### src/cdci_pkg.sv
// constants, codes and types of the character display command interpreter
// assumes a 25 MHz reference clock
package cdci_pkg;
    // ------------------------------------------------------------
    // clock and serial timing
    // ------------------------------------------------------------
    localparam int CLK_HZ = 25_000_000;
    localparam int BIT_US_NUM = 1_000_000; // bit time in us is this over the baud rate
    localparam int BAUD_SLOW = 1200;
    localparam int BIT_CYC_SLOW = (CLK_HZ / BIT_US_NUM) * BIT_US_NUM / BAUD_SLOW;
    localparam int ST_STEP_MS = 500;
    localparam int ST_STEP_CYC = ST_STEP_MS * (CLK_HZ / 1000);
    // ------------------------------------------------------------
    // display geometry
    // ------------------------------------------------------------
    localparam int NDIG = 20;
    localparam int ST_SEQ_LEN = 52;
    localparam logic [4:0] POS_HOME = 5'h00;
    localparam logic [4:0] POS_LAST = 5'h13;
    localparam logic [7:0] BLANK = 8'h20;
    localparam logic [7:0] PRINT_MIN = 8'h20;
    // ------------------------------------------------------------
    // control codes and levels
    // ------------------------------------------------------------
    localparam logic [7:0] CODE_BRIGHT = 8'h04;
    localparam logic [7:0] CODE_BS = 8'h08;
    localparam logic [7:0] CODE_HT = 8'h09;
    localparam logic [7:0] CODE_LF = 8'h0A;
    localparam logic [7:0] CODE_CR = 8'h0D;
    localparam logic [7:0] CODE_POS = 8'h10;
    localparam logic [7:0] CODE_WRAP = 8'h11;
    localparam logic [7:0] CODE_OVR = 8'h12;
    localparam logic [7:0] CODE_SCROLL = 8'h13;
    localparam logic [7:0] CODE_RESET = 8'h1F;
    localparam logic [7:0] LVL_100 = 8'hFF;
    localparam logic [7:0] LVL_60 = 8'h60;
    localparam logic [7:0] LVL_40 = 8'h40;
    localparam logic [7:0] LVL_20 = 8'h20;
    // ------------------------------------------------------------
    // register map
    // ------------------------------------------------------------
    localparam logic [3:0] ADR_STATUS = 4'h0;
    localparam logic [3:0] ADR_CTRL = 4'h4;
    localparam logic [1:0] CTRL_RST = 2'h3;
    // ------------------------------------------------------------
    // types
    // ------------------------------------------------------------
    typedef enum logic [1:0] {MODE_WRAP, MODE_OVR, MODE_SCROLL} cdci_mode_t;
    typedef enum logic [1:0] {ARG_NONE, ARG_BRIGHT, ARG_POS} cdci_arg_t;
    typedef enum logic {FSM_IDLE, FSM_EXEC} cdci_fsm_t;
    typedef enum logic [1:0] {RX_IDLE, RX_START, RX_DATA, RX_STOP} cdci_rx_t;
endpackage

### src/cdci_byte_if.sv
// byte stream from a receiver to the interpreter core
// assumes one clock shared by both ends
`timescale 1ns/100ps
`default_nettype none
interface cdci_byte_if;
    logic vld;
    logic rdy;
    logic [7:0] dat;
    modport src (output vld, output dat, input rdy);
    modport dst (input vld, input dat, output rdy);
endinterface
`default_nettype wire

### src/cdci_top.sv
// character display command interpreter, 20 digits, one row
// assumes 25 MHz ref_clk_i; pins are asynchronous to it
// Operation
// - busy high while a byte is processed
// - printable character advances position right
// - control byte values decoded as listed
// - byte after brightness code sets level
// - back space left, ignored at leftmost
// - tab right, ignored at rightmost
// - line feed blanks, keeps position
// - carriage return blanks, goes leftmost
// - byte after position code sets position
// - end-of-row mode governs rightmost writes
// - wrap mode code blanks, goes leftmost
// - wrap: next char restarts row blank
// - overwrite: position stays on rightmost
// - scroll: shift left, place rightmost
// - reset code equals power-on state
// - power-up blanks memory, selects wrap
// - self-check low cycles A to Z, 0 to 9, space to slash
// - self-check rejects parallel and serial writes; bus writes still land
// - jumpers select 1200 to 9600 baud
// - bit time 10^6/baud us, mid sampling
// - parallel latched on strobe rise, enable low
`timescale 1ns/100ps
`default_nettype none
module cdci_top #(
    parameter int BIT_CYC_1200 = cdci_pkg::BIT_CYC_SLOW,
    parameter int ST_STEP_CYC = cdci_pkg::ST_STEP_CYC
) (
    input wire logic ref_clk_i,
    input wire logic rstn_i,
    input wire logic [7:0] par_data_i,
    input wire logic par_strobe_i,
    input wire logic par_enable_low_i,
    input wire logic serial_rx_i,
    input wire logic self_check_low_i,
    input wire logic rate_jumper_a_i,
    input wire logic rate_jumper_b_i,
    input wire logic wb_cyc_i,
    input wire logic wb_stb_i,
    input wire logic wb_we_i,
    input wire logic [3:0] wb_adr_i,
    input wire logic [3:0] wb_sel_i,
    input wire logic [31:0] wb_dat_i,
    output logic [31:0] wb_dat_o,
    output logic wb_ack_o,
    output logic busy_o,
    output logic [7:0] brightness_o,
    output logic [4:0] write_pos_o,
    output logic [8*cdci_pkg::NDIG-1:0] disp_chars_o
);
    import cdci_pkg::*;
    localparam int CNT_W = $clog2(BIT_CYC_1200 + 1);
    localparam int STW = $clog2(ST_STEP_CYC + 1);

    // ------------------------------------------------------------
    // elaboration checks
    // ------------------------------------------------------------
    if (BIT_CYC_1200 < 64)
    begin : g_chk_baud
        $error("bit period too short for the fastest rate");
    end
    if (ST_STEP_CYC < 1)
    begin : g_chk_step
        $error("self-check step must be at least one cycle");
    end

    // ------------------------------------------------------------
    // pin synchronisers and receivers
    // ------------------------------------------------------------
    logic [1:0] chk_r, ja_r, jb_r;
    logic st_r;
    always_ff @(posedge ref_clk_i or negedge rstn_i)
    begin
        if (!rstn_i)
        begin
            chk_r <= 2'h3;
            ja_r <= 2'h3;
            jb_r <= 2'h3;
        end
        else
        begin
            chk_r <= {chk_r[0], self_check_low_i};
            ja_r <= {ja_r[0], rate_jumper_a_i};
            jb_r <= {jb_r[0], rate_jumper_b_i};
        end
    end
    // open jumper reads high through the pull-up
    wire [1:0] rate_sel = {jb_r[1], ja_r[1]};
    wire [CNT_W-1:0] bit_cyc = CNT_W'(BIT_CYC_1200) >> rate_sel;

    cdci_byte_if par_if ();
    cdci_byte_if ser_if ();
    cdci_par_rx u_par (
        .ref_clk_i(ref_clk_i),
        .rstn_i(rstn_i),
        .par_data_i(par_data_i),
        .par_strobe_i(par_strobe_i),
        .par_enable_low_i(par_enable_low_i),
        .out_if(par_if.src)
    );
    cdci_uart_rx #(.CNT_W(CNT_W)) u_ser (
        .ref_clk_i(ref_clk_i),
        .rstn_i(rstn_i),
        .rxd_i(serial_rx_i),
        .bit_cyc_i(bit_cyc),
        .out_if(ser_if.src)
    );

    // ------------------------------------------------------------
    // acceptance
    // ------------------------------------------------------------
    logic [1:0] ctrl_r;
    logic busy_r;
    cdci_fsm_t fsm_r;
    logic [7:0] byte_r;
    // a byte arriving while busy is dropped, the host broke the handshake
    wire can_take = ~busy_r & ~st_r;
    assign par_if.rdy = can_take & ctrl_r[0];
    assign ser_if.rdy = can_take & ctrl_r[1];
    wire take_par = par_if.vld & par_if.rdy;
    wire take_ser = ser_if.vld & ser_if.rdy;
    wire take = take_par | take_ser;
    wire [7:0] take_dat = take_par ? par_if.dat : ser_if.dat;

    // ------------------------------------------------------------
    // command decode
    // ------------------------------------------------------------
    logic [7:0] mem_r [NDIG];
    logic [7:0] cell_nxt [NDIG];
    logic [4:0] pos_r, pos_nxt;
    cdci_mode_t mode_r, mode_nxt;
    cdci_arg_t arg_r, arg_nxt;
    logic [7:0] bright_r, bright_nxt;
    logic edge_r, edge_nxt;
    logic wr_en, do_clr, do_shift;
    logic [4:0] wr_idx;
    wire exec = (fsm_r == FSM_EXEC);
    wire is_chr = (byte_r >= PRINT_MIN);
    wire at_last = (pos_r == POS_LAST);
    wire lvl_ok = (byte_r == LVL_100) | (byte_r == LVL_60)
        | (byte_r == LVL_40) | (byte_r == LVL_20);

    always_comb
    begin
        pos_nxt = pos_r;
        mode_nxt = mode_r;
        arg_nxt = ARG_NONE;
        bright_nxt = bright_r;
        edge_nxt = edge_r;
        wr_en = 1'b0;
        wr_idx = pos_r;
        do_clr = 1'b0;
        do_shift = 1'b0;
        if (!exec)
            arg_nxt = arg_r;
        else if (arg_r == ARG_BRIGHT)
        begin
            if (lvl_ok)
                bright_nxt = byte_r;
        end
        else if (arg_r == ARG_POS)
        begin
            if (byte_r <= {3'h0, POS_LAST})
            begin
                pos_nxt = byte_r[4:0];
                edge_nxt = 1'b0;
            end
        end
        else if (is_chr)
        begin
            wr_en = 1'b1;
            if (at_last && edge_r && mode_r == MODE_WRAP)
            begin
                do_clr = 1'b1;
                wr_idx = POS_HOME;
                pos_nxt = POS_HOME + 5'h01;
                edge_nxt = 1'b0;
            end
            else if (at_last && edge_r && mode_r == MODE_SCROLL)
            begin
                wr_en = 1'b0;
                do_shift = 1'b1;
            end
            else if (at_last)
                edge_nxt = 1'b1;
            else
                pos_nxt = pos_r + 5'h01;
        end
        else
        begin
            case (byte_r)
                CODE_BRIGHT:
                    arg_nxt = ARG_BRIGHT;
                CODE_BS:
                    if (pos_r != POS_HOME)
                    begin
                        pos_nxt = pos_r - 5'h01;
                        edge_nxt = 1'b0;
                    end
                CODE_HT:
                    if (!at_last)
                        pos_nxt = pos_r + 5'h01;
                CODE_LF:
                begin
                    do_clr = 1'b1;
                    edge_nxt = 1'b0;
                end
                CODE_CR:
                begin
                    do_clr = 1'b1;
                    pos_nxt = POS_HOME;
                    edge_nxt = 1'b0;
                end
                CODE_POS:
                    arg_nxt = ARG_POS;
                CODE_WRAP:
                begin
                    mode_nxt = MODE_WRAP;
                    do_clr = 1'b1;
                    pos_nxt = POS_HOME;
                    edge_nxt = 1'b0;
                end
                CODE_OVR:
                    mode_nxt = MODE_OVR;
                CODE_SCROLL:
                    mode_nxt = MODE_SCROLL;
                CODE_RESET:
                begin
                    mode_nxt = MODE_WRAP;
                    do_clr = 1'b1;
                    pos_nxt = POS_HOME;
                    edge_nxt = 1'b0;
                    bright_nxt = LVL_100;
                end
                default:
                    arg_nxt = ARG_NONE;
            endcase
        end
    end

    // ------------------------------------------------------------
    // character memory and self-check pattern
    // ------------------------------------------------------------
    logic [5:0] st_base_r;
    logic [STW-1:0] st_cnt_r;
    logic [7:0] st_chr [NDIG];

    function automatic logic [7:0] st_seq(input logic [5:0] k);
        if (k < 6'h1A)
            return 8'h41 + {2'h0, k};
        else if (k < 6'h24)
            return 8'h30 + {2'h0, k - 6'h1A};
        else
            return 8'h20 + {2'h0, k - 6'h24};
    endfunction

    for (genvar i = 0; i < NDIG; i++)
    begin : g_cell
        wire [6:0] k_raw = {1'b0, st_base_r} + 7'(i);
        wire [6:0] k = (k_raw >= 7'(ST_SEQ_LEN)) ? k_raw - 7'(ST_SEQ_LEN) : k_raw;
        wire [7:0] shl = (i == NDIG - 1) ? byte_r : mem_r[(i + 1) % NDIG];
        assign st_chr[i] = st_seq(k[5:0]);
        assign cell_nxt[i] = (wr_en && wr_idx == 5'(i)) ? byte_r
            : do_shift ? shl
            : do_clr ? BLANK
            : mem_r[i];
        always_ff @(posedge ref_clk_i or negedge rstn_i)
        begin
            if (!rstn_i)
            begin
                mem_r[i] <= BLANK;
                disp_chars_o[8*i +: 8] <= BLANK;
            end
            else
            begin
                mem_r[i] <= cell_nxt[i];
                disp_chars_o[8*i +: 8] <= st_r ? st_chr[i] : mem_r[i];
            end
        end
    end

    // ------------------------------------------------------------
    // state registers
    // ------------------------------------------------------------
    wire st_step = st_r && (st_cnt_r == '0);
    wire [6:0] base_add = {1'b0, st_base_r} + 7'(NDIG);
    always_ff @(posedge ref_clk_i or negedge rstn_i)
    begin
        if (!rstn_i)
        begin
            st_r <= 1'b0;
            busy_r <= 1'b0;
            fsm_r <= FSM_IDLE;
            byte_r <= 8'h00;
            pos_r <= POS_HOME;
            mode_r <= MODE_WRAP;
            arg_r <= ARG_NONE;
            bright_r <= LVL_100;
            edge_r <= 1'b0;
            st_base_r <= 6'h00;
            st_cnt_r <= '0;
        end
        else
        begin
            st_r <= ~chk_r[1];
            busy_r <= take | ~chk_r[1];
            fsm_r <= take ? FSM_EXEC : FSM_IDLE;
            if (take)
                byte_r <= take_dat;
            pos_r <= pos_nxt;
            mode_r <= mode_nxt;
            arg_r <= arg_nxt;
            bright_r <= bright_nxt;
            edge_r <= edge_nxt;
            st_cnt_r <= (!st_r || st_step) ? STW'(ST_STEP_CYC - 1) : st_cnt_r - 1'b1;
            if (!st_r)
                st_base_r <= 6'h00;
            else if (st_step)
                st_base_r <= (base_add >= 7'(ST_SEQ_LEN))
                    ? 6'(base_add - 7'(ST_SEQ_LEN)) : base_add[5:0];
        end
    end
    assign busy_o = busy_r;
    assign brightness_o = bright_r;
    assign write_pos_o = pos_r;

    // ------------------------------------------------------------
    // wishbone slave
    // ------------------------------------------------------------
    wire wb_hit = wb_cyc_i & wb_stb_i & ~wb_ack_o;
    wire [31:0] status_w = {14'h0000, st_r, busy_r, bright_r, 1'b0, mode_r, pos_r};
    wire [31:0] rd_w = (wb_adr_i == ADR_STATUS) ? status_w
        : (wb_adr_i == ADR_CTRL) ? {30'h0000_0000, ctrl_r}
        : 32'h0000_0000;
    always_ff @(posedge ref_clk_i or negedge rstn_i)
    begin
        if (!rstn_i)
        begin
            wb_ack_o <= 1'b0;
            wb_dat_o <= 32'h0000_0000;
            ctrl_r <= CTRL_RST;
        end
        else
        begin
            wb_ack_o <= wb_hit;
            if (wb_hit && !wb_we_i)
                wb_dat_o <= rd_w;
            if (wb_hit && wb_we_i && wb_sel_i[0] && wb_adr_i == ADR_CTRL)
                ctrl_r <= wb_dat_i[1:0];
        end
    end

    wire ex_ctl = exec && arg_r == ARG_NONE && !is_chr;
endmodule // cdci_top
`default_nettype wire

### src/cdci_uart_rx.sv
// serial byte receiver: start, 8 data lsb first, stop, no parity
// assumes rxd idles high; a byte offered while rdy is low is dropped
`timescale 1ns/100ps
`default_nettype none
module cdci_uart_rx #(
    parameter int CNT_W = 15
) (
    input wire logic ref_clk_i,
    input wire logic rstn_i,
    input wire logic rxd_i,
    input wire logic [CNT_W-1:0] bit_cyc_i,
    cdci_byte_if.src out_if
);
    import cdci_pkg::*;
    logic [1:0] sync_r;
    logic [CNT_W-1:0] cnt_r;
    logic [2:0] bitn_r;
    logic [7:0] sh_r;
    logic vld_r;
    cdci_rx_t st_r;
    wire rx = sync_r[1];
    wire tick = (cnt_r == '0);
    assign out_if.vld = vld_r;
    assign out_if.dat = sh_r;
    always_ff @(posedge ref_clk_i or negedge rstn_i)
    begin
        if (!rstn_i)
        begin
            sync_r <= 2'h3;
            cnt_r <= '0;
            bitn_r <= 3'h0;
            sh_r <= 8'h00;
            vld_r <= 1'b0;
            st_r <= RX_IDLE;
        end
        else
        begin
            sync_r <= {sync_r[0], rxd_i};
            vld_r <= 1'b0;
            cnt_r <= tick ? bit_cyc_i - 1'b1 : cnt_r - 1'b1;
            case (st_r)
                RX_IDLE:
                    if (!rx)
                    begin
                        st_r <= RX_START;
                        cnt_r <= bit_cyc_i >> 1; // mid-bit sampling
                    end
                RX_START:
                    if (tick)
                        st_r <= rx ? RX_IDLE : RX_DATA; // glitch filter
                RX_DATA:
                    if (tick)
                    begin
                        sh_r <= {rx, sh_r[7:1]};
                        bitn_r <= bitn_r + 3'h1;
                        if (bitn_r == 3'h7)
                            st_r <= RX_STOP;
                    end
                RX_STOP:
                    if (tick)
                    begin
                        vld_r <= rx; // valid at stop centre only if the stop bit is high; busy rises one cycle later
                        st_r <= RX_IDLE;
                    end
                default:
                    st_r <= RX_IDLE;
            endcase
        end
    end
endmodule // cdci_uart_rx
`default_nettype wire

### src/cdci_par_rx.sv
// parallel port: byte latched on strobe rise while enable is low
// assumes raw pins; all pass two flops before use
`timescale 1ns/100ps
`default_nettype none
module cdci_par_rx (
    input wire logic ref_clk_i,
    input wire logic rstn_i,
    input wire logic [7:0] par_data_i,
    input wire logic par_strobe_i,
    input wire logic par_enable_low_i,
    cdci_byte_if.src out_if
);
    import cdci_pkg::*;
    logic [7:0] d1_r, d2_r, dat_r;
    logic [2:0] stb_r;
    logic [1:0] en_r;
    logic vld_r;
    assign out_if.vld = vld_r;
    assign out_if.dat = dat_r;
    always_ff @(posedge ref_clk_i or negedge rstn_i)
    begin
        if (!rstn_i)
        begin
            d1_r <= 8'h00;
            d2_r <= 8'h00;
            dat_r <= 8'h00;
            stb_r <= 3'h7;
            en_r <= 2'h3;
            vld_r <= 1'b0;
        end
        else
        begin
            d1_r <= par_data_i;
            d2_r <= d1_r;
            stb_r <= {stb_r[1:0], par_strobe_i};
            en_r <= {en_r[0], par_enable_low_i};
            vld_r <= stb_r[1] & ~stb_r[2] & ~en_r[1];
            if (stb_r[1] & ~stb_r[2])
                dat_r <= d2_r;
        end
    end
endmodule // cdci_par_rx
`default_nettype wire

### config.mk
export PLATFORM = sky130hd
export DESIGN_NAME = cdci_top
export DESIGN_NICKNAME = d
export VERILOG_FILES = /design/src/cdci_pkg.sv /design/src/cdci_byte_if.sv /design/src/cdci_top.sv /design/src/cdci_uart_rx.sv /design/src/cdci_par_rx.sv
export SDC_FILE = /design/constraint.sdc
export NUM_CORES = 1
export LEC_CHECK = 0
export BUFFER_PORTS_ARGS = -buffer_cell sky130_fd_sc_hd__buf_2
export CELL_PAD_IN_SITES_DETAIL_PLACEMENT = 1
export CELL_PAD_IN_SITES_GLOBAL_PLACEMENT = 2
export CORE_ASPECT_RATIO = 1.25
export CORE_MARGIN = 3
export CORE_UTILIZATION = 25
export CTS_BUF_LIST = sky130_fd_sc_hd__clkbuf_4 sky130_fd_sc_hd__clkbuf_8 sky130_fd_sc_hd__clkbuf_16
export DETAILED_ROUTE_END_ITERATION = 10
export PLACE_DENSITY = 0.64
export SLEW_MARGIN = 25
export SYNTH_ARGS = -nofsm -noshare
export SYNTH_HDL_FRONTEND = slang
export SYNTH_SLANG_ARGS = --single-unit
### constraint.sdc
create_clock -name ref_clk_i -period 4.85 [get_ports ref_clk_i]
set_clock_uncertainty 0.2 [all_clocks]
set_input_delay 0.2425 -clock ref_clk_i [delete_from_list [all_inputs] [get_ports ref_clk_i]]
set_output_delay 0.2425 -clock ref_clk_i [all_outputs]
set_load 0.01 [all_outputs]
==> reports/metrics.cfg, run 1 <==
[routing]
avgViaCountPerCell = 5.04
num_vias = 21100
wire_per_inst_um = 22.1
drtPass1Iterations = 8
first_iter_violations = 1216
drc = 0
postRouteWirelength_mm = 92.3
ant_nets = 0

[final_layout]
fin_cells = 4184
syn_to_final_growth_pct = 18.2
fill_cells = 11500
drive_gt1_share_pct = 19.6
final_nets = 3001
fin_area_um2 = 29700

[floorplan]
core_um2 = 99400
pin_count = 266
rows = 129
fp.dieH_um = 361
die_w_um = 290
dieArea_um2 = 105000
start_util_pct = 25.3

[pwr]
powerDensity_nw_per_um2 = 293
power_switching_mw = 2.17
p_sw_share_pct = 24.9
combPwrFrac_pct = 5.2
p_seq_share_pct = 46.0
max-vdd-ir-drop_v = 0.000278
p_clk_share_pct = 48.8
p_int_mw = 6.54
power_leakage_nw = 13.2

[worst_setup_path]
critPathSlowestCell = a2111oi_2
cp.required_ns = 5.11
crit_chain = buf_4, buf_4, a21o_1, xnor2_4, a2111oi_2, xnor2_1, inv_1, ha_1, inv_1, a211oi_2, nor3_1, or3_1, mux2i_1, mux2i_1, a21oi_1
cp_max_fo = 29
start_kind = register
crit_buf_inv = 4
worst_setup_path_end_kind = register
timing.rr.start = st_base_r[2]
ff2ff_setup_slack_ns = 0.53
r2r-end = disp_chars_o[99]
cp_data_arrival_time_ns = 4.57
critPathKind = reg2reg
cpLargestDelayFamily = compound AO/OA/AOI/OAI gates
slowest_delay_ns = 0.61
reg2regPathDepth = 15

[placed_design]
dpl.cell_count = 4058
gp_congestion = 0.848
io_buffers = 217
dpl-instance-area_um2 = 27600
dp_hpwl_mm = 65.5

[run_status]
status = finished, final reports clean

[synth]
synth_fa_ha_area_share_pct = 5.67
synthXorXnorAreaFrac_pct = 3.74
synth_seq_cells = 464
synth_edf_count = 0
yosysUniqueCellTypes = 110
synth_top_family_by_area = compound AO/OA/AOI/OAI gates
netlist_area_um2 = 25200
synth_mux_area_share_pct = 3.23
yosysMostFrequentCell = dfrtp_1
syn-mean-instance-area_um2 = 9.50
async_flop_share_pct = 100
yosysWarnings = 0
yosys-top-cells-count = dfrtp_1 (401), nor2_1 (305), a21oi_1 (230)
yosys.area_share.simple_pct = 14.5
synth-compound-area-share_pct = 21.0
synthFlopType = dfrtp_1
synth_cells = 2650
synth_area_leaders = dfrtp_1 (40%), dfstp_2 (6.6%), ha_1 (5.7%), a21oi_1 (4.6%), nor2_1 (4.5%)
synth_seq_area_share_pct = 46.4
synth_top_area_cell = dfrtp_1
synth.top_cell.area_share_pct = 39.9

[clock_network]
cts_tree = done
cts-root-buf = clkbuf_16
clkTransAtPathRegs_ns = 0.07
clkSinkCount = 464
cts_hold_buf = 25
clockBufferDepth = 3
post_cts_resized = 0
clk_latency_ns = 0.62
cts_buffers = 53
h-tree-depth = 2
post_cts_buffers = 0

[global_route]
grt_usage_pct = 17.3
grt-ovfl-total = 0
grt_pass1_vias = 22600
grt_first_pass_wirelength_mm = 142
antenna_found_initial = 1
grt_max_degree = 117

[timing]
hold_viol_final = 0
period_minus_slack_ns = 4.32
setup_viol = 0
fmax_mhz = 232
setup-tns-final_ns = 0
period_share_pct = 89.0
rsz0062_at_grt = no
whs_ns = 0.0407
maxSlewHeadroom_pct = 33.8
slew_viol_final = 0
tightest_slew_ns = 0.988

[hold_path]
hold_class = in2async

[flow_run]
drv_cap = 0

[cell type report]
cell class	count	area (um2)	area share (%)
clock buffer	69	1520	5.11
sequential	464	11700	39.3
antenna	1	2.50	0.00841
clock inverter	31	329	1.11
multi-input combinational	1901	12200	41.2
inverter	106	400	1.35
tap	1310	1640	5.51
timing repair buffer	302	1910	6.42
[per-layer routing]
| metal | share of wire (%) | up-vias | track usage, % | wire (um) |
|---|---|---|---|---|
| li1 | - | 9740 | - | - |
| met1 | 43 | 10800 | 21.5 | 39800 |
| met2 | 49 | 450 | 30.2 | 45700 |
| met3 | 3.3 | 150 | 2.26 | 3040 |
| met4 | 4.1 | 0 | 6.72 | 3820 |
| met5 | 0 | - | 0 | 0 |
[cell families (layout without fill, tap and decap cells)]
group                      after synthesis  count (layout)
adders and majority gates              114             114
xor gates and xnor gates                99              99
other                                    1              16
muxes                                   74              74
and+or+nand+nor                        794             794
DFF                                    464             464
AOI/OAI and AO/OA                      805             805
buffers and inverters                  299             508
[placed cells by master (no fill, tap or decap), types with 24 or more instances in the layout]
cell type,n
dfrtp_1,397
nor2_1,303
a21oi_1,230
buf_2,216
nand2_1,214
o21ai_0,119
a22oi_1,119
ha_1,114
inv_1,91
xnor2_1,75
a31oi_1,64
dfstp_2,63
nand3_1,58
clkbuf_16,54
buf_4,51
mux2_2,47
nor3_1,40
nor2b_1,36
o22ai_1,34
a22o_1,26
o21ai_1,25
dlygate4sd3_1,25
mux2i_1,24
[power groups by stage]
stage	sequential, mW	clock (mW)	combinational (mW)
after floorplan	4.07	0	0.190
after global placement	4.07	0	0.439
after detailed placement	4.08	0	0.446
after CTS	4.01	4.42	0.462
after global routing	4.01	4.56	0.498
final	4.01	4.25	0.449
[metrics by stage]
stage | utilization (%) | total power, mW | setup WS, ns
floorplan | - | 4.26 | 0.377
global placement | 27.8 | 4.51 | 0.667
detailed placement | 27.8 | 4.52 | 0.586
CTS | 29.9 | 8.89 | 0.552
global route | 29.9 | 9.07 | 0.279
finish | 29.9 | 8.71 | 0.535
[how the worst max path moves through the flow]
stage,start,to,slack (ns),cells past startpoint
4_1_cts,st_base_r[3],disp_chars_o[126],0.55,16
3_5_place_dp,st_base_r[2],disp_chars_o[99],0.59,15
6_report,st_base_r[2],disp_chars_o[99],0.53,15
2_1_floorplan,st_base_r[3],disp_chars_o[58],0.38,19
3_3_place_gp,st_base_r[2],disp_chars_o[99],0.67,15
5_1_grt,st_base_r[2],disp_chars_o[99],0.28,15
[sequential cells by signal (all words and copies together), names as in the netlist, 3 cells and up]
register / cells
write_pos_o: 5
byte_r: 8
u_ser.bitn_r: 3
u_par.d2_r: 8
st_base_r: 4
brightness_o: 8
g_cell.shl: 152
disp_chars_o: 160
u_par.d1_r: 8
u_par.out_if.dat: 8
mem_r: 8
u_ser.out_if.dat: 8
st_cnt_r: 24
u_ser.cnt_r: 15
wb_dat_o: 17
u_par.stb_r: 3
(Power assumes the default switching activity.)
==> run 2, diff against run 1 <==
--- a/config.mk
+++ b/config.mk
@@ -5,11 +5,11 @@
 export SDC_FILE = /design/constraint.sdc
 export NUM_CORES = 1
 export LEC_CHECK = 0
-export BUFFER_PORTS_ARGS = -buffer_cell sky130_fd_sc_hd__buf_2
+export BUFFER_PORTS_ARGS = -buffer_cell sky130_fd_sc_hd__clkbuf_2
 export CELL_PAD_IN_SITES_DETAIL_PLACEMENT = 1
 export CELL_PAD_IN_SITES_GLOBAL_PLACEMENT = 2
 export CORE_ASPECT_RATIO = 1.25
-export CORE_MARGIN = 3
+export CORE_MARGIN = 2
 export CORE_UTILIZATION = 25
 export CTS_BUF_LIST = sky130_fd_sc_hd__clkbuf_4 sky130_fd_sc_hd__clkbuf_8 sky130_fd_sc_hd__clkbuf_16
 export DETAILED_ROUTE_END_ITERATION = 10
==> reports/metrics.cfg, run 2 (synthesized netlist as in run 1, its figures left out) <==
[timing]
hold_viol_final = 0  ; unchanged
fmax_mhz = 229  ; -1.1%
maxSlewHeadroom_pct = 33.9  ; +0.12 points
setup-tns-final_ns = 0  ; unchanged
slew_viol_final = 0  ; unchanged
tightest_slew_ns = 0.984  ; -0.00380 ns
period_share_pct = 90.0  ; +0.99 points
rsz0062_at_grt = no
period_minus_slack_ns = 4.36  ; +0.0479 ns
setup_viol = 0  ; unchanged

[floorplan]
start_util_pct = 25.1  ; -0.19 points
pin_count = 266  ; unchanged
dieArea_um2 = 103000  ; -1.2%
fp.dieH_um = 359  ; -0.55%
core_um2 = 100000  ; +0.78%
die_w_um = 288  ; -0.69%
rows = 130  ; +0.78%

[worst_setup_path]
critPathKind = reg2reg
cp_data_arrival_time_ns = 4.66  ; +0.09 ns
start_kind = register
worst_setup_path_end_kind = register
cp.required_ns = 5.15  ; +0.04 ns
cp_max_fo = 55  ; +90%

[pwr]
combPwrFrac_pct = 4.8  ; -0.4 points
max-vdd-ir-drop_v = 0.000206  ; -26%
p_clk_share_pct = 51.8  ; +3.0 points
powerDensity_nw_per_um2 = 308  ; +5.2%
p_int_mw = 7.11  ; +8.6%
p_sw_share_pct = 23.1  ; -1.8 points
p_seq_share_pct = 43.4  ; -2.6 points
power_switching_mw = 2.13  ; -1.5%
power_leakage_nw = 13.2  ; +0.13%

[final_layout]
final_nets = 3005  ; +0.13%
largest_register_ffs = 160  ; unchanged
drive_gt1_share_pct = 19.7  ; +0.042 points
fill_cells = 11600  ; +0.98%
ff_latch_area_um2 = 11700  ; about the same
mostFrequentLayoutCell = dfrtp_1
fin_cells = 4197  ; +0.31%
layout_common_cells = dfrtp_1 (396), nor2_1 (303), a21oi_1 (230), clkbuf_2 (216), nand2_1 (214)
top_register = disp_chars_o
multi_input_area_um2 = 12300  ; about the same
antennaDiodeCount = 0  ; -1
syn_to_final_growth_pct = 19.1

[routing]
wire_per_inst_um = 21.8  ; -1.3%
avgViaCountPerCell = 5.01  ; -0.68%
first_iter_violations = 1225  ; +0.74%
postRouteWirelength_mm = 91.4  ; -1.0%
ant_nets = 0  ; unchanged
drtPass1Iterations = 7  ; -1
num_vias = 21000  ; -0.37%
drc = 0  ; unchanged

[placed_design]
dpl.cell_count = 4069  ; +0.27%
gp_congestion = 0.860  ; +1.4%
io_buffers = 217  ; unchanged
dp_hpwl_mm = 64.8  ; -1.1%

[clock_network]
clkTransAtPathRegs_ns = 0.07  ; about the same
clkSinkCount = 464  ; unchanged
clk_latency_ns = 0.62  ; about the same
cts-root-buf = clkbuf_16
cts_buffers = 54  ; +1.9%
cts_tree = done
post_cts_buffers = 0  ; unchanged
clockBufferDepth = 3  ; unchanged
h-tree-depth = 2  ; unchanged

[run_status]
status = finished, final reports clean

[global_route]
grt_max_degree = 134  ; +15%
grt_first_pass_wirelength_mm = 140  ; -1.6%
grt_pass1_vias = 22500  ; -0.67%
antenna_found_initial = 1  ; unchanged
grt_usage_pct = 17.5  ; +0.28 points
grt-ovfl-total = 0  ; unchanged

[flow_run]
drv_cap = 0  ; unchanged

[hold_path]
hold_class = in2reg

[run 2: changes by cell type in the layout (fill, tap and decap cells not counted), moves of 4 or more]
cell,previous run,this run
buf_4,51,56
buf_12,9,5
clkbuf_2,0,216
clkinv_2,10,5
bufinv_16,4,15
buf_2,216,0
[run 2: path summary, 6_finish.rpt]
kind / end / cells past startpoint / slack [ns] / start
worst max-delay path: disp_chars_o[58] / 14 / 0.49 / st_base_r[2]
worst min-delay path: wb_dat_o[17] / 4 / 0.05 / wb_adr_i[1]
worst max register to register: disp_chars_o[58] / 14 / 0.49 / st_base_r[2]
worst min register to register: u_par.d2_r[1] / 0 / 0.15 / u_par.d1_r[1]
max in group asynchronous: g_cell[4].shl[0] / 4 / 2.31 / rstn_i
min in group asynchronous: g_cell[5].shl[2] / 3 / 0.50 / rstn_i
[run 2: what timing repair did]
action                    in CTS  in global routing
hold endpoints to repair     103                  0
hold buffers                  27                  0
resized for setup              0                  0
[run 2: power groups by stage]
stage	clock network (mW)	registers [mW]	logic, mW
floorplan	0	4.07	0.190
global placement	0	4.08	0.432
detailed placement	0	4.08	0.439
CTS	4.93	4.01	0.458
global route	5.07	4.02	0.494
finish	4.78	4.01	0.444
[run 2: cell type report]
class,count,area share (%)
Clock buffer,68,5.04
Multi-Input combinational cell,1901,40.9
Timing Repair Buffer,305,6.29
Tap cell,1320,5.51
Inverter,106,1.34
Sequential cell,464,39.0
Clock inverter,33,1.94
[run 2: through the flow]
step	power (mW)	utilization (%)	setup WS, ns	cell area [um2]	hold WS, ns
detailed placement	4.52	27.6	0.506	27600	0.0722
global placement	4.51	27.6	0.634	27600	0.0675
floorplan	4.26	-	0.377	25200	-0.253
finish	9.24	29.9	0.487	30000	0.0511
global route	9.58	29.9	0.120	30000	0.0346
CTS	9.41	29.9	0.477	30000	0.0114
[run 2: critical path, stage by stage, from the launching register on]
cell and delay [ns]:
dfrtp_2 0.37, buf_4 0.53, ha_1 0.50, xor2_4 0.33, nand2_2 0.16, o21ai_1 0.16
a21o_2 0.21, inv_2 0.13, ha_1 0.25, nor2_1 0.17, o32ai_1 0.11, a211oi_2 0.53
nor2_1 0.15, xnor2_1 0.15, mux2_2 0.26
[run 2: layer usage]
metal | share of wire [%] | vias up | GRT usage, %
met5 | 0 | - | 0
met1 | 43 | 10700 | 21.8
li1 | - | 9741 | -
met2 | 51 | 406 | 31.3
met4 | 3.1 | 0 | 5.75
met3 | 3.6 | 121 | 2.09
==> run 3, diff against run 2 <==
==> constraint.sdc (replaced) <==
create_clock -name ref_clk_i -period 4.9 [get_ports ref_clk_i]
set_clock_uncertainty 0.2 [all_clocks]
set_input_delay 0.245 -clock ref_clk_i [delete_from_list [all_inputs] [get_ports ref_clk_i]]
set_output_delay 0.245 -clock ref_clk_i [all_outputs]
set_load 0.01 [all_outputs]
==> reports/metrics.cfg, run 3 (synthesized netlist as in run 1, its figures left out) <==
[clock_network]
clkTransAtPathRegs_ns = 0.06  ; about the same
clk_latency_ns = 0.64  ; +0.02 ns
cts-root-buf = clkbuf_16
cts_tree = done
cts_buffers = 54  ; unchanged
h-tree-depth = 2  ; unchanged
clockBufferDepth = 3  ; unchanged
clkSinkCount = 464  ; unchanged
post_cts_buffers = 0  ; unchanged
post_cts_resized = 0  ; unchanged

[final_layout]
multi_input_area_um2 = 12200  ; -0.19%
antennaDiodeCount = 0  ; unchanged
syn_to_final_growth_pct = 18.8
top_register = disp_chars_o
mostFrequentLayoutCell = dfrtp_1
ff_latch_area_um2 = 11700  ; unchanged
layout_common_cells = dfrtp_1 (396), nor2_1 (303), a21oi_1 (230), clkbuf_2 (216), nand2_1 (214)
fill_cells = 11600  ; +0.26%
largest_register_ffs = 160  ; unchanged
drive_gt1_share_pct = 19.7  ; +0.056 points
final_nets = 3006  ; +0.033%
fin_cells = 4199  ; +0.048%

[hold_path]
hold_class = in2reg

[floorplan]
core_um2 = 100000  ; unchanged
die_w_um = 288  ; unchanged
pin_count = 266  ; unchanged
start_util_pct = 25.1  ; unchanged
rows = 130  ; unchanged
dieArea_um2 = 103000  ; unchanged
fp.dieH_um = 359  ; unchanged

[pwr]
combPwrFrac_pct = 5.0  ; +0.2 points
finalPower_mw = 8.90  ; -3.6%
p_int_mw = 6.76  ; -4.8%
max-vdd-ir-drop_v = 0.000278  ; +35%
power_switching_mw = 2.14  ; +0.35%
p_sw_share_pct = 24.0  ; +0.96 points
p_seq_share_pct = 44.6  ; +1.2 points
power_leakage_nw = 13.2  ; about the same
powerDensity_nw_per_um2 = 298  ; -3.3%
p_clk_share_pct = 50.4  ; -1.4 points

[placed_design]
io_buffers = 217  ; unchanged
dpl.cell_count = 4069  ; unchanged
gp_congestion = 0.834  ; -3.0%
dp_slack_ns = 0.654  ; +0.148 ns
dp_hpwl_mm = 64.5  ; -0.42%

[worst_setup_path]
start_kind = register
critPathKind = reg2reg
cp_data_arrival_time_ns = 4.62  ; -0.04 ns
cp.required_ns = 5.17  ; +0.02 ns
cp_max_fo = 12  ; -78%
worst_setup_path_end_kind = register

[timing]
whs_ns = 0.0452  ; -0.00591 ns
rsz0062_at_grt = no
period_share_pct = 88.8  ; -1.2 points
hold_viol_final = 0  ; unchanged
tightest_slew_ns = 0.975  ; -0.00853 ns
setup_slack_ns = 0.549  ; +0.0622 ns
slew_viol_final = 0  ; unchanged
setup-tns-final_ns = 0  ; unchanged
period_minus_slack_ns = 4.35  ; -0.0122 ns
fmax_mhz = 230  ; +0.28%
maxSlewHeadroom_pct = 34.6  ; +0.71 points
setup_viol = 0  ; unchanged

[global_route]
grt_max_degree = 122  ; -9.0%
grt_first_pass_wirelength_mm = 139  ; -0.34%
antenna_found_initial = 3  ; +2
grt_pass1_vias = 22100  ; -1.9%
grt-ovfl-total = 0  ; unchanged
grt_usage_pct = 17.5  ; -0.033 points

[routing]
ant_nets = 0  ; unchanged
drc = 0  ; unchanged
num_vias = 21100  ; +0.18%
postRouteWirelength_mm = 91.7  ; +0.42%
first_iter_violations = 1220  ; -0.41%
wire_per_inst_um = 21.9  ; +0.38%
avgViaCountPerCell = 5.01  ; +0.13%
drtPass1Iterations = 5  ; -2

[flow_run]
drv_cap = 0  ; unchanged

[run_status]
status = finished, final reports clean

run 3: cell count changes in the layout (fill, tap and decap cells not counted), sizes merged:
cell and delta:
bufinv -5, buf +1, clkinv +6, clkbuf +1
inv +2, clkinvlp -3
run 3: timing repair:
action,CTS,global route
endpoints found under the hold margin,124,0
setup endpoints to repair,0,0
hold buffers,28,0
run 3: metrics by stage:
stage | utilization (%) | instance area [um2]
finish | 29.8 | 29900
global route | 29.8 | 29900
CTS | 29.8 | 29900
detailed placement | 27.6 | 27600
global placement | 27.6 | 27600
floorplan | - | 25200
run 3: worst paths after layout:
path / start / end / slack (ns) / depth (start not counted)
max reg2reg: st_base_r[2] / disp_chars_o[126] / 0.55 / 15
min in group asynchronous: rstn_i / g_cell[1].shl[4] / 0.47 / 3
min reg2reg: u_par.d1_r[3] / u_par.d2_r[3] / 0.15 / 0
min: wb_adr_i[0] / wb_dat_o[5] / 0.05 / 4
max: st_base_r[2] / disp_chars_o[126] / 0.55 / 15
max in group asynchronous: rstn_i / byte_r[0] / 2.96 / 4
run 3: layout make-up:
type,count,area share (%)
clock inverters,33,1.56
well taps,1320,5.52
clock buffers,69,5.02
repair buffers,306,6.50
multi-input cells,1901,40.9
flip-flops and latches,464,39.1
inverters,106,1.34
run 3: layer usage:
metal / global-route usage, % / up-vias / share of wire [%]
met5: 0 / - / 0.0087
met4: 5.72 / 2 / 3.2
met2: 30.9 / 430 / 50
met3: 2.06 / 144 / 3.5
li1: - / 9743 / -
met1: 22.1 / 10700 / 43
run 3: power by group through the flow:
stage               clock network (mW)  logic (mW)  registers [mW]
global route                      4.78       0.489            3.98
finish                            4.49       0.441            3.97
CTS                               4.64       0.453            3.97
global placement                     0       0.425            4.04
floorplan                            0       0.188            4.03
detailed placement                   0       0.432            4.04
run 3: critical path: stages, from the launching register on:
cell and delay (ns):
dfrtp_2 0.38, inv_2 0.12, ha_1 0.41, xnor2_1 0.82, a31oi_1 0.23, a41oi_1 0.23, nor2_1 0.08, buf_4 0.19
inv_1 0.16, ha_1 0.17, nor2_1 0.07, o32a_1 0.32, o211ai_1 0.41, o21ai_1 0.13, a31oi_1 0.17, a21oi_1 0.09
